**config.mk**
```make
export PLATFORM = sky130hd
export DESIGN_NAME = sec_controller
export DESIGN_NICKNAME = d
export VERILOG_FILES = /design/src/include/sec_pkg.sv /design/src/design/sec_shifter.sv /design/src/design/sec_controller.sv
export SDC_FILE = /design/constraint.sdc
export NUM_CORES = 1
export LEC_CHECK = 0
export BUFFER_PORTS_ARGS = -buffer_cell sky130_fd_sc_hd__buf_2
export CAP_MARGIN = 20
export CORE_MARGIN = 5
export CORE_UTILIZATION = 65
export CTS_CLUSTER_DIAMETER = 80
export DETAILED_ROUTE_END_ITERATION = 6
export PLACE_DENSITY_LB_ADDON = 0.15
export SETUP_SLACK_MARGIN = 0.1
export SLEW_MARGIN = 20
export SYNTH_ARGS = -nofsm -noshare
export SYNTH_HDL_FRONTEND = slang
export SYNTH_HIERARCHICAL = 1
export SYNTH_SLANG_ARGS = --single-unit
```
**constraint.sdc**
```tcl
create_clock -name clk_sys -period 6.1 [get_ports clk_sys]
set_clock_uncertainty 0.05 [all_clocks]
set_input_delay 0.915 -clock clk_sys [delete_from_list [all_inputs] [get_ports clk_sys]]
set_output_delay 0.915 -clock clk_sys [all_outputs]
set_load 0.02 [all_outputs]
```
**src/include/sec_pkg.sv**
```systemverilog
/*
 * constants, host command codes and frame helpers for the serial nvm controller.
 * assumes a 250 MHz system clock and a three-wire serial memory of 128 bytes.
 */
package sec_pkg;
	// ************************************************************
	// timing
	// ************************************************************
	localparam int CLK_PERIOD_NS = 4;
	localparam int SCLK_HALF_NS  = 500;                         // least half period of the serial clock
	localparam int SCLK_HALF_CYC = (SCLK_HALF_NS + CLK_PERIOD_NS - 1) / CLK_PERIOD_NS;
	localparam int TIMEOUT_MS    = 30;
	localparam int TIMEOUT_CYC   = (TIMEOUT_MS * 1000000) / CLK_PERIOD_NS;

	// ************************************************************
	// memory geometry and load sequence
	// ************************************************************
	localparam int       NVM_AW      = 7;
	localparam int       NVM_DW      = 8;
	localparam int       FRAME_W     = 18;
	localparam logic [6:0] SIG_ADDR  = 7'h00;
	localparam logic [7:0] SIG_VALUE = 8'hA5;
	localparam logic [2:0] SA_LAST   = 3'h6;                    // signature at 0, station bytes at 1..6
	localparam logic [4:0] FRAME_SHORT = 5'h0A;
	localparam logic [4:0] FRAME_LONG  = 5'h12;
	localparam logic [4:0] FRAME_TAIL  = 5'h08;                 // data bits at the end of a long frame

	// ************************************************************
	// serial opcodes
	// ************************************************************
	localparam logic [1:0] OP_MISC  = 2'h0;
	localparam logic [1:0] OP_WRITE = 2'h1;
	localparam logic [1:0] OP_READ  = 2'h2;
	localparam logic [1:0] OP_ERASE = 2'h3;
	localparam logic [1:0] SUB_DIS  = 2'h0;
	localparam logic [1:0] SUB_WALL = 2'h1;
	localparam logic [1:0] SUB_EALL = 2'h2;
	localparam logic [1:0] SUB_EN   = 2'h3;

	// ************************************************************
	// host command codes (nvm_opcode_field)
	// ************************************************************
	localparam logic [2:0] CMD_READ   = 3'h0;
	localparam logic [2:0] CMD_WDIS   = 3'h1;
	localparam logic [2:0] CMD_WEN    = 3'h2;
	localparam logic [2:0] CMD_WRITE  = 3'h3;
	localparam logic [2:0] CMD_WALL   = 3'h4;
	localparam logic [2:0] CMD_ERASE  = 3'h5;
	localparam logic [2:0] CMD_EALL   = 3'h6;
	localparam logic [2:0] CMD_RELOAD = 3'h7;

	// start bit, opcode, location, data; left justified, sent msb first
	function automatic logic [17:0] sec_frame(input logic [2:0] cmd, input logic [6:0] loc, input logic [7:0] dat);
		logic [1:0] op;
		logic [6:0] a;
		op = OP_MISC;
		a  = loc;
		case (cmd)
			CMD_READ:  op = OP_READ;
			CMD_WRITE: op = OP_WRITE;
			CMD_ERASE: op = OP_ERASE;
			CMD_WDIS:  a  = {SUB_DIS, 5'h00};
			CMD_WEN:   a  = {SUB_EN, 5'h00};
			CMD_WALL:  a  = {SUB_WALL, 5'h00};
			CMD_EALL:  a  = {SUB_EALL, 5'h00};
			default:   op = OP_READ;
		endcase
		return {1'b1, op, a, dat};
	endfunction

	// erase and write commands finish with a ready poll
	function automatic logic sec_is_pgm(input logic [2:0] cmd);
		return (cmd == CMD_WRITE) || (cmd == CMD_WALL) || (cmd == CMD_ERASE) || (cmd == CMD_EALL);
	endfunction
endpackage

```
**src/design/sec_shifter.sv**
```systemverilog
/*
 * bit engine: clocks one frame of 10 or 18 bits out on the serial pins.
 * assumes rx_sync is already synchronised to clk_sys; chip select is owned by the caller.
 */
`timescale 1ns/10ps
`default_nettype none
module sec_shifter
	import sec_pkg::*;
#(
	parameter int HALF_CYC = SCLK_HALF_CYC
) (
	input  wire logic        clk_sys,
	input  wire logic        rstn,
	input  wire logic        start,
	input  wire logic [17:0] frame,
	input  wire logic [4:0]  nbits,
	input  wire logic        listen,
	input  wire logic        rx_sync,
	output logic             done,
	output logic             active,
	output logic [7:0]       rx_byte,
	output logic             sclk,
	output logic             dout,
	output logic             doe
);
	typedef enum logic [1:0] {E_IDLE, E_LOW, E_HIGH} sec_eng_t;

	// ************************************************************
	// state
	// ************************************************************
	sec_eng_t    state_r;
	logic [15:0] cnt_r;
	logic [4:0]  bits_r;
	logic [17:0] sh_r;
	logic        listen_r;

	wire         half_end = (cnt_r == 16'(HALF_CYC - 1));
	wire         last_bit = (bits_r == 5'h01);
	wire         to_tail  = listen_r && (bits_r == FRAME_TAIL + 5'h01);

	assign active = (state_r != E_IDLE);

	// ************************************************************
	// one bit per serial clock: drive on the low half, sample at the end of the high half
	// ************************************************************
	always_ff @(posedge clk_sys or negedge rstn) begin
		if (!rstn) begin
			state_r  <= E_IDLE;
			cnt_r    <= 16'h0000;
			bits_r   <= 5'h00;
			sh_r     <= 18'h00000;
			listen_r <= 1'b0;
			done     <= 1'b0;
			rx_byte  <= 8'h00;
			sclk     <= 1'b0;
			dout     <= 1'b0;
			doe      <= 1'b0;
		end else begin
			done <= 1'b0;
			cnt_r <= half_end ? 16'h0000 : cnt_r + 16'h0001;
			case (state_r)
				E_IDLE: begin
					cnt_r <= 16'h0000;
					if (start) begin
						state_r  <= E_LOW;
						sh_r     <= frame;
						bits_r   <= nbits;
						listen_r <= listen;
						dout     <= frame[17]; // RULE19
						doe      <= 1'b1;
					end
				end
				E_LOW: begin
					if (half_end) begin
						sclk    <= 1'b1;
						state_r <= E_HIGH;
					end
				end
				default: begin
					if (half_end) begin
						sclk    <= 1'b0;
						rx_byte <= {rx_byte[6:0], rx_sync}; // last eight samples are the read data
						bits_r  <= bits_r - 5'h01; // RULE16
						sh_r    <= {sh_r[16:0], 1'b0};
						dout    <= sh_r[16];
						// memory drives the line once the location is in
						if (to_tail) begin
							doe <= 1'b0;
						end
						if (last_bit) begin
							state_r <= E_IDLE;
							done    <= 1'b1;
							dout    <= 1'b0;
							doe     <= 1'b0;
						end else begin
							state_r <= E_LOW;
						end
					end
				end
			endcase
		end
	end
endmodule
`default_nettype wire

```
**src/design/sec_controller.sv**
```systemverilog
/*
 * serial nvm controller: station address auto-load and host commands on a 128 x 8 serial memory.
 * assumes same-clock host controls and station address registers outside, one byte per strobe.
 */
//
// Contract
// RULE1 - after any reset read location 0, expect A5
// RULE2 - good signature: load six bytes into station address
// RULE3 - loaded flag only after all six bytes
// RULE4 - bad signature: stop, host writes address itself
// RULE5 - reload command repeats check and load
// RULE6 - host waits for reset-time load first
// RULE7 - host sets data before write command
// RULE8 - host sets busy, controller clears when done
// RULE9 - read data valid when busy clears
// RULE10 - host leaves command alone while busy
// RULE11 - host enables writes before erase or write
// RULE12 - no ready within 30 ms: abandon, flag timeout
// RULE13 - erase one location or erase all
// RULE14 - memory obeys write enable and disable
// RULE15 - write one location or write all
// RULE16 - 10 clocks short commands, 18 data commands
// RULE17 - interface disabled: pins become gpio or monitor
// RULE18 - memory seen as 128 bytes
// RULE19 - frame: start, opcode, location, then data
`timescale 1ns/10ps
`default_nettype none
module sec_controller
	import sec_pkg::*;
#(
	parameter int TIMEOUT_CYCLES = TIMEOUT_CYC,
	parameter int HALF_CYC       = SCLK_HALF_CYC
) (
	input  wire logic        clk_sys,
	input  wire logic        rstn,
	input  wire logic        soft_rst,
	input  wire logic        cmd_start,
	input  wire logic [2:0]  nvm_opcode_field,
	input  wire logic [6:0]  nvm_location_field,
	input  wire logic        data_wr,
	input  wire logic [7:0]  data_wdata,
	input  wire logic        nvm_if_disable,
	input  wire logic        gpio_mode,
	input  wire logic [1:0]  gpio_out,
	input  wire logic [1:0]  mii_monitor,
	input  wire logic        nvm_serial_data_pin_i,
	output logic             nvm_serial_data_pin_o,
	output logic             nvm_serial_data_pin_oe,
	output logic             nvm_serial_clock_pin,
	output logic             nvm_chip_select,
	output logic             nvm_busy_bit,
	output logic             nvm_timeout_bit,
	output logic             nvm_address_loaded_bit,
	output logic [7:0]       nvm_data_reg,
	output logic             sa_byte_we,
	output logic [2:0]       sa_byte_idx,
	output logic [7:0]       sa_byte_data
);
	typedef enum logic [2:0] {S_IDLE, S_GAP, S_RUN, S_PGM_GAP, S_POLL} sec_state_t;
	localparam int TO_W = $clog2(TIMEOUT_CYCLES + 1);

	// ************************************************************
	// data pin synchroniser
	// ************************************************************
	logic rx_meta_r;
	logic rx_sync_r;

	// the pin belongs to another party, so two flops before anything looks at it
	always_ff @(posedge clk_sys or negedge rstn) begin
		if (!rstn) begin
			rx_meta_r <= 1'b0;
			rx_sync_r <= 1'b0;
		end else begin
			rx_meta_r <= nvm_serial_data_pin_i;
			rx_sync_r <= rx_meta_r;
		end
	end

	// ************************************************************
	// control state
	// ************************************************************
	sec_state_t      state_r;
	logic            loading_r;
	logic [2:0]      idx_r;
	logic [2:0]      cmd_r;
	logic [6:0]      loc_r;
	logic            init_pend_r;
	logic [15:0]     gap_cnt_r;
	logic [TO_W-1:0] to_cnt_r;
	logic            eng_start_r;
	logic [1:0]      poll_age_r;

	logic            eng_done;
	logic            eng_active;
	logic [7:0]      eng_rx;
	logic            eng_sclk;
	logic            eng_dout;
	logic            eng_doe;

	// ************************************************************
	// request decode and frame selection
	// ************************************************************
	wire             idle        = (state_r == S_IDLE);
	wire             host_go     = idle && !init_pend_r && cmd_start && !nvm_busy_bit; // RULE8
	wire             host_reload = host_go && (nvm_opcode_field == CMD_RELOAD);
	wire             init_go     = idle && init_pend_r;
	wire             load_go     = init_go || host_reload;
	wire             gap_end     = (gap_cnt_r == 16'(HALF_CYC - 1));
	wire             timed_out   = (to_cnt_r == TO_W'(TIMEOUT_CYCLES));
	wire             sig_ok      = (eng_rx == SIG_VALUE);
	wire             sa_last     = (idx_r == SA_LAST);
	// auto-load reads locations 0..6; host reads, writes and erases use the location field
	wire [6:0]       ld_loc      = SIG_ADDR + {4'h0, idx_r}; // RULE1
	wire [17:0]      ld_frame    = sec_frame(CMD_READ, ld_loc, 8'h00);
	wire [17:0]      cmd_frame   = sec_frame(cmd_r, loc_r, nvm_data_reg);   // RULE13 RULE15
	wire             cmd_long    = (cmd_r == CMD_READ) || (cmd_r == CMD_WRITE) || (cmd_r == CMD_WALL);
	wire [17:0]      eng_frame   = loading_r ? ld_frame : cmd_frame;
	wire [4:0]       eng_nbits   = (loading_r || cmd_long) ? FRAME_LONG : FRAME_SHORT; // RULE16
	wire             eng_listen  = loading_r || (cmd_r == CMD_READ);
	wire             pgm_cmd     = sec_is_pgm(cmd_r);
	// poll line trusted only after the select round trip
	wire             poll_ready  = (state_r == S_POLL) && (poll_age_r == 2'h3) && rx_sync_r;

	// ************************************************************
	// sequencer
	// ************************************************************
	// soft reset is held pending until the sequencer is idle so a frame is never cut in half
	always_ff @(posedge clk_sys or negedge rstn) begin
		if (!rstn) begin
			init_pend_r <= 1'b1; // RULE1
		end else if (soft_rst) begin
			init_pend_r <= 1'b1;
		end else if (init_go) begin
			init_pend_r <= 1'b0;
		end
	end

	always_ff @(posedge clk_sys or negedge rstn) begin
		if (!rstn) begin
			state_r     <= S_IDLE;
			loading_r   <= 1'b0;
			idx_r       <= 3'h0;
			cmd_r       <= CMD_READ;
			loc_r       <= 7'h00;
			gap_cnt_r   <= 16'h0000;
			eng_start_r <= 1'b0;
			poll_age_r  <= 2'h0;
		end else begin
			eng_start_r <= 1'b0;
			gap_cnt_r   <= gap_end ? 16'h0000 : gap_cnt_r + 16'h0001;
			case (state_r)
				S_IDLE: begin
					gap_cnt_r <= 16'h0000;
					if (load_go) begin
						state_r   <= S_GAP;
						loading_r <= 1'b1;
						idx_r     <= 3'h0;
					end else if (host_go) begin
						state_r   <= S_GAP;
						loading_r <= 1'b0;
						cmd_r     <= nvm_opcode_field;
						loc_r     <= nvm_location_field; // RULE18
					end
				end
				// chip select stays low for a half period between frames
				S_GAP: begin
					if (gap_end) begin
						state_r     <= S_RUN;
						eng_start_r <= 1'b1;
					end
				end
				S_RUN: begin
					if (eng_done) begin
						if (loading_r) begin
							if ((idx_r == 3'h0) && !sig_ok) begin
								state_r   <= S_IDLE; // RULE4 RULE5
								loading_r <= 1'b0;
							end else if (sa_last) begin
								state_r   <= S_IDLE;
								loading_r <= 1'b0;
							end else begin
								state_r <= S_GAP; // RULE2
								idx_r   <= idx_r + 3'h1;
							end
						end else if (pgm_cmd) begin
							state_r <= S_PGM_GAP;
						end else begin
							state_r <= S_IDLE;
						end
					end
				end
				S_PGM_GAP: begin
					poll_age_r <= 2'h0;
					if (gap_end) begin
						state_r <= S_POLL;
					end
				end
				default: begin
					// memory raises the data line when its internal cycle ends
					if (poll_age_r != 2'h3) begin
						poll_age_r <= poll_age_r + 2'h1;
					end
					if (poll_ready || timed_out) begin
						state_r <= S_IDLE; // RULE12
					end
				end
			endcase
		end
	end

	// ************************************************************
	// timeout counter: restarts with every operation
	// ************************************************************
	// only the ready poll can stall, so the limit is checked there alone
	always_ff @(posedge clk_sys or negedge rstn) begin
		if (!rstn) begin
			to_cnt_r <= '0;
		end else if (idle) begin
			to_cnt_r <= '0;
		end else if (!timed_out) begin
			to_cnt_r <= to_cnt_r + TO_W'(1); // RULE12
		end
	end

	// ************************************************************
	// status bits and data register
	// ************************************************************
	wire sa_write   = (state_r == S_RUN) && eng_done && loading_r && (idx_r != 3'h0);
	wire load_ok    = sa_write && sa_last;
	wire poll_abort = (state_r == S_POLL) && !poll_ready && timed_out;
	wire read_done  = (state_r == S_RUN) && eng_done && !loading_r && (cmd_r == CMD_READ);
	wire op_end     = ((state_r == S_RUN) && eng_done &&
		(loading_r ? (sa_last || ((idx_r == 3'h0) && !sig_ok)) : !pgm_cmd)) ||
		((state_r == S_POLL) && (poll_ready || timed_out));

	// busy covers the reset-time load as well, so an early host start is refused
	always_ff @(posedge clk_sys or negedge rstn) begin
		if (!rstn) begin
			nvm_busy_bit           <= 1'b0;
			nvm_timeout_bit        <= 1'b0;
			nvm_address_loaded_bit <= 1'b0;
		end else begin
			if (load_go || host_go) begin
				nvm_busy_bit <= 1'b1; // RULE8 RULE6
			end else if (op_end) begin
				nvm_busy_bit <= 1'b0; // RULE8
			end
			if (poll_abort) begin
				nvm_timeout_bit <= 1'b1; // RULE12
			end else if (host_go) begin
				nvm_timeout_bit <= 1'b0;
			end
			if (load_ok) begin
				nvm_address_loaded_bit <= 1'b1; // RULE3 RULE5
			end else if (load_go) begin
				nvm_address_loaded_bit <= 1'b0;
			end
		end
	end

	// host writes to the data register are ignored while an operation runs
	always_ff @(posedge clk_sys or negedge rstn) begin
		if (!rstn) begin
			nvm_data_reg <= 8'h00;
		end else if (read_done) begin
			nvm_data_reg <= eng_rx; // RULE9
		end else if (data_wr && !nvm_busy_bit) begin
			nvm_data_reg <= data_wdata;
		end
	end

	// station address bytes go out one strobe each, byte 0 first
	always_ff @(posedge clk_sys or negedge rstn) begin
		if (!rstn) begin
			sa_byte_we   <= 1'b0;
			sa_byte_idx  <= 3'h0;
			sa_byte_data <= 8'h00;
		end else begin
			sa_byte_we <= sa_write; // RULE2
			if (sa_write) begin
				sa_byte_idx  <= idx_r - 3'h1;
				sa_byte_data <= eng_rx;
			end
		end
	end

	// ************************************************************
	// bit engine
	// ************************************************************
	sec_shifter #(
		.HALF_CYC (HALF_CYC)
	) u_shifter (
		.clk_sys  (clk_sys),
		.rstn     (rstn),
		.start    (eng_start_r),
		.frame    (eng_frame),
		.nbits    (eng_nbits),
		.listen   (eng_listen),
		.rx_sync  (rx_sync_r),
		.done     (eng_done),
		.active   (eng_active),
		.rx_byte  (eng_rx),
		.sclk     (eng_sclk),
		.dout     (eng_dout),
		.doe      (eng_doe)
	);

	// ************************************************************
	// pin multiplexing
	// ************************************************************
	wire [1:0] alt_out = gpio_mode ? gpio_out : mii_monitor;
	wire       cs_nxt  = eng_active || (state_r == S_POLL);

	// pins are registered so the memory never sees a decode glitch
	always_ff @(posedge clk_sys or negedge rstn) begin
		if (!rstn) begin
			nvm_serial_data_pin_o  <= 1'b0;
			nvm_serial_data_pin_oe <= 1'b0;
			nvm_serial_clock_pin   <= 1'b0;
			nvm_chip_select        <= 1'b0;
		end else if (nvm_if_disable) begin
			nvm_serial_data_pin_o  <= alt_out[0]; // RULE17
			nvm_serial_data_pin_oe <= 1'b1;
			nvm_serial_clock_pin   <= alt_out[1]; // RULE17
			nvm_chip_select        <= 1'b0;
		end else begin
			nvm_serial_data_pin_o  <= eng_dout;
			nvm_serial_data_pin_oe <= eng_doe;
			nvm_serial_clock_pin   <= eng_sclk;
			nvm_chip_select        <= cs_nxt;
		end
	end
endmodule
`default_nettype wire

```
==> metrics.md, run 1 <==
| Metric | Value |
|---|---|
| GR Overflow Total | 0 |
| Worst-Margin Slew | 893 ps |
| Clk slew on worst S/H paths | 60 ps |
| Max-slew violations | 0 |
| Worst hold margin | 310 ps |
| Area growth, synth to finish | 14.1% |
| Ports | 57 |
| Multiplexer share of the synthesized area | 0.0580 |
| Reg-to-reg slack, setup | 3440 ps |
| Combinational family with the most area after synthesis | simple AND/OR/NAND/NOR gates |
| CP endpoint kind | flip-flop |
| Startpoint Class | flip-flop |
| Total die area | 0.0129 mm^2 |
| Pwr dens | 275 mW/mm^2 |
| Die width | 114 um |
| Critical Path RT | 6510 ps |
| Vias | 5,208 |
| Critical Path Fanout Max | 31 |
| Hold_sp | rx_meta_r |
| DRT iter0 DRCs | 481 |
| DP HPWL | 10,200 um |
| Crit path DAT | 3070 ps |
| Routed len/inst | 17.7 um |
| Max Clock Freq | 376 MHz |
| Synth Area in Adders | 0.0233 |
| Biggest regs | to_cnt_r x23, u_shifter/sh_r x17 |
| Synth top area share | 0.504 |
| Synth Area in Compound Gates | 0.105 |
| Type of the worst setup path | flip-flop to flip-flop |
| First-pass GRT wire length | 26,200 um |
| Min-Delay Path Class | flip-flop to flip-flop |
| Post-synth EDFFs | 0 |
| Setup Fix Bufs, Post-CTS | 0 |
| Post-route non-filler standard cell count | 867 |
| DP Cell Count | 835 |
| Sequential area share after synthesis | 0.508 |
| Height of the die | 114 um |
| Share of cells above drive strength 1 | 0.181 |
| FP Rows | 37 |
| Worst slew margin | 0.403 |
| CTS sink count | 142 |
| Clock latency on the worst-skew pair | 520 ps |
| Fin crit share | 0.436 |
| Gr usage total | 0.254 |
| Root Buffer | clkbuf_8 |
| Bufs on Longest Clock Path | 2 |
| Yosys top cell by area | dfrtp_1 |
| Reg-to-reg endpoint | u_shifter/dout |
| Syn_area_per_cell | 10.5 um^2 |
| Final #Nets | 761 |
| Routed Antenna Nets | 0 |
| #FFs+latches synth | 142 |
| H-tree depth | 4 |
| Ys async rst share | 1.00 |
| Top cells by area, synth | dfrtp_1, nor2_1, xor2_1 |
| RSZ-0062 raised after global routing | no |
| Status | finished clean |
| Post-synthesis simple-gate area fraction | 0.203 |
| Most flops, register | to_cnt_r |
| Worst Hold Endpoint | rx_sync_r |
| CORE AREA | 0.0104 mm^2 |
| Power Total | 2.20 mW |
| Cells after Synth | 668 |
| Cell Area, Synth | 0.00700 mm^2 |
| WL final | 15,300 um |
| Hold_buf cts | 0 |
| Final hold violation count | 0 |
| PortBufs | 56 |
| Setup slack after layout | 3440 ps |
| Routed vias/inst | 6.01 |
| Starting Density | 0.672 |
| # DRC | 0 |
| Worst vdd ir | 0.453 mV |
| Antenna Cells | 0 |
| CTS Buf Count | 17 |
| Max reg flops | 23 |
| Number of global-route vias before repair | 5,365 |
| XOR/XNOR Fraction of Synth Area | 0.0664 |
| RD Place Congestion | 0.870 |
| Ys flop type | dfrtp_1 |
| Hold Path Depth | 0 |
| Worst R2R Path Depth | 7 |
| CTS tree | built |
| Netlist cell types | 67 |
| Largest net degree at the start of global routing | 92 |
| First-pass detailed-route iteration total | 5 |
| CTS resizes | 0 |
| Commonest non-fill, non-tap cells in the layout | dfrtp_1, nor2_1, buf_2, nand2_1 |
| Synth Warn # | 6 |
| MaxCap Viol Count | 0 |
| Final Setup Violations | 0 |
| Worst slack, placed | 3430 ps |
| Most common cell after layout, fill and taps aside | dfrtp_1 |
| Initial antenna violation count | 0 |
| Min Tclk post-route | 2660 ps |
| P_leak | 3.74 nW |
| Setup TNS | 0 ps |
| FF-to-FF Start | u_shifter/cnt_r[0] |
[per-stage QoR]
stage | instance area, um^2 | util
5_1_grt | 7980 | 0.766
4_1_cts | 7980 | 0.766
6_report | 7980 | 0.766
3_3_place_gp | 7330 | 0.703
3_5_place_dp | 7330 | 0.703
2_1_floorplan | 7000 | -
[synth_stat cells, drive strengths merged (4+ instances only)]
master and n:
a21oi 23, a22o 4, and2 4, and3 10, buf 16, clkbuf 14, dfrtp 141, ha 13
inv 22, mux2 25, mux2i 12, nand2 47, nand2b 7, nand3 32, nand4 17, nor2 82
nor2b 12, nor3 13, nor4 8, o21a 16, o21ai 14, o22a 19, o31ai 6, or3 9
or4 8, xnor2 23, xor2 30
[report_power, final]
group          internal [mW]  switching [mW]  leakage [nW]
Combinational         0.0358          0.0570          1.54
Sequential             0.957          0.0121          1.89
Clock                  0.756           0.380         0.308
[per-layer routing]
layer  vias up  GRT usage  part of all wire
li1       2453          -                 -
met1      2593      0.335              0.44
met2       141      0.417              0.49
met3        21     0.0615             0.051
met4         0     0.0793             0.015
met5         -          0                 0
[area by class of cell]
cell class	count	area, um^2
Timing Repair Buffer	59	309
Fill cell	708	2440
Clock buffer	21	439
Inverter	22	82.6
Clock inverter	11	213
Multi-Input combinational cell	476	3210
Tap cell	136	170
Sequential cell	142	3550
[worst max-delay path by stage]
| stage | startpoint | cells past startpoint | end |
|---|---|---|---|
| final | u_shifter/cnt_r[0] | 7 | u_shifter/dout |
| after global routing | u_shifter/cnt_r[0] | 7 | u_shifter/dout |
| after CTS | u_shifter/cnt_r[0] | 7 | u_shifter/dout |
| after detailed placement | cmd_start | 5 | loc_r[3] |
| after global placement | cmd_start | 5 | loc_r[3] |
| after floorplan | u_shifter/cnt_r[0] | 7 | u_shifter/doe |
[kinds of logic (layout without fill, tap and decap cells)]
kind of cell	Yosys count	in the layout
xor+xnor	53	53
other cells	2	4
flops	142	142
simple gates	265	265
mux	37	37
fa+ha+maj	13	13
buf+inv	52	113
compound gates	104	104
[critical path, stage by stage (launching register included)]
cell and delay [ps]:
dfrtp_1 430, inv_1 90, ha_1 140, or4b_1 490
or4_1 510, buf_4 260, nand2_2 350, o221a_2 270
(Power assumes the default switching activity.)
==> inputs of run 2 (changes only) <==
- CORE_UTILIZATION: 65 -> 54
- clock period: 6.1 -> 2.4 ns (I/O delays scaled with it)
==> run 2 against run 1 <==
Against the previous run: final cell count up 6.3%; via count down 2.3%; worst setup slack worse by 3300 ps; die area up 19%; critical endpoint is now u_shifter/doe.
==> metrics.md, run 2 (synthesis results as in run 1) <==
| Metric | Value |
|---|---|
| P_leak | 3.82 nW (+2.3%) |
| Max-slew violations | 0 (unchanged) |
| DP HPWL | 10,200 um (about the same) |
| Worst slack, placed | 101 ps (-3330 ps) |
| WL final | 14,400 um (-6.0%) |
| CP Depth | 6 (-1) |
| Number of global-route vias before repair | 5,079 (-5.3%) |
| Routed len/inst | 15.6 um (-12%) |
| First-pass GRT wire length | 24,500 um (-6.6%) |
| Crit path largest cell delay | 540 ps (+30 ps) |
| CTS sink count | 142 (unchanged) |
| Startpoint Class | flip-flop |
| RD Place Congestion | 0.843 (-3.2%) |
| Critical-path top delay cell | or4_4 |
| Bufs on Longest Clock Path | 2 (unchanged) |
| GR Overflow Total | 0 (unchanged) |
| Pwr dens | 642 mW/mm^2 (+130%) |
| Post-route cell area | 0.00815 mm^2 (+2.1%) |
| Routed vias/inst | 5.52 (-8.2%) |
| CTS tree | built |
| Root Buffer | clkbuf_16 |
| Most common cell after layout, fill and taps aside | dfrtp_1 |
| Area growth, synth to finish | 16.5% |
| Total die area | 0.0153 mm^2 (+19%) |
| Share of cells above drive strength 1 | 0.205 (+0.0248) |
| Largest net degree at the start of global routing | 66 (-28%) |
| Min Tclk post-route | 2270 ps (-392 ps) |
| Layout fillers | 1,060 (+50%) |
| PortBufs | 56 (unchanged) |
| Antenna Cells | 0 (unchanged) |
| Max Clock Freq | 441 MHz (+17%) |
| Final #Nets | 781 (+2.6%) |
| Starting Density | 0.552 (-0.120) |
| Gr usage total | 0.204 (-0.0501) |
| Dpl cell area | 0.00755 mm^2 (+3.0%) |
| Fin crit share | 0.945 (+0.509) |
| Post-route non-filler standard cell count | 922 (+6.3%) |
| Setup slack after layout | 131 ps (-3310 ps) |
| MaxCap Viol Count | 0 (unchanged) |
| # DRC | 0 (unchanged) |
| CORE AREA | 0.0127 mm^2 (+22%) |
| Max reg flops | 23 (unchanged) |
| H-tree depth | 4 (unchanged) |
| Worst-Margin Slew | 605 ps (-289 ps) |
| Worst R2R Path Depth | 6 (-1) |
| Type of the worst setup path | flip-flop to flip-flop |
| Clock latency on the worst-skew pair | 420 ps (-100 ps) |
| DP Cell Count | 889 (+6.5%) |
| Height of the die | 124 um (+8.9%) |
| Worst vdd ir | 0.452 mV (-0.16%) |
| Critical Path RT | 2650 ps (-3860 ps) |
| CTS Buf Count | 17 (unchanged) |
| Critical Path Fanout Max | 31 (unchanged) |
| Hold Path Depth | 2 (+2) |
| CP Cell Sequence | inv_1 -> ha_1 -> or4b_4 -> or4_4 -> buf_12 -> o32a_1 |
| Min-Delay Path Class | input pin to flip-flop |
| Die width | 124 um (+8.9%) |
| Routed Antenna Nets | 0 (unchanged) |
| Status | finished clean |
| RSZ-0062 raised after global routing | yes |
| Core Util, Final | 0.643 (-0.123) |
| Biggest regs | to_cnt_r x23, u_shifter/sh_r x17 |
| Most flops, register | to_cnt_r |
| Final hold violation count | 0 (unchanged) |
| Clk slew on worst S/H paths | 60 ps (about the same) |
| DRT iter0 DRCs | 364 (-24%) |
| Vias | 5,087 (-2.3%) |
| Crit path DAT | 2520 ps (-550 ps) |
| Worst Path Buf+Inv | 2 (unchanged) |
| CP top delay family | simple AND/OR/NAND/NOR gates |
| Initial antenna violation count | 0 (unchanged) |
| Commonest non-fill, non-tap cells in the layout | dfrtp_1, nor2_1, buf_2, nand2_1 |
| Worst slew margin | 0.597 (+0.194) |
| Ports | 57 (unchanged) |
| Final Setup Violations | 0 (unchanged) |
| FP Rows | 41 (+11%) |
| First-pass detailed-route iteration total | 4 (-1) |
| Setup TNS | 0 ps (unchanged) |
| CP endpoint kind | flip-flop |
-- run 2: metal layers --
layer | routed length, um | track usage | up-vias
met5 | 0 | 0 | -
met4 | 226 | 0.0761 | 0
met3 | 542 | 0.0509 | 21
met2 | 7120 | 0.330 | 83
met1 | 6550 | 0.267 | 2496
li1 | - | - | 2487
-- run 2: through the flow --
stage	power (mW)	hold WS (ps)
after floorplan	2.62	14.4
after global placement	2.74	287
after detailed placement	2.75	289
after CTS	5.29	83.6
after global routing	5.46	88.7
final	5.23	97.5
-- run 2: timing repair --
item,4_1_cts,5_1_grt
endpoints found under the setup margin,9,19
gates cloned,0,0
gates resized for setup,1,1
buffers inserted,0,0
hold buffers,2,0
hold endpoints to repair,50,0
pin swaps,0,3
-- run 2: path summary, 6_finish.rpt --
path / from / to / slack (ps)
setup / recovery: u_shifter/cnt_r[0] / u_shifter/doe / 130
hold / removal: soft_rst / init_pend_r / 100
setup reg to reg: u_shifter/cnt_r[0] / u_shifter/doe / 130
hold reg to reg: rx_meta_r / rx_sync_r / 300
max in group asynchronous: rstn / to_cnt_r[7] / 1150
min in group asynchronous: rstn / u_shifter/cnt_r[7] / 400
-- run 2: cell type report --
class	instances	area, um^2	area share
multi-input cells	476	3220	0.395
inverters	22	82.6	0.0101
clock inverters	12	120	0.0147
flip-flops and latches	142	3550	0.436
clock buffers	19	453	0.0556
well taps	172	215	0.0264
repair buffers	79	502	0.0616
-- run 2: power by group --
part           internal, mW  switching (mW)
Combinational        0.0973           0.144
Clock                  1.56           0.963
Sequential             2.43          0.0321
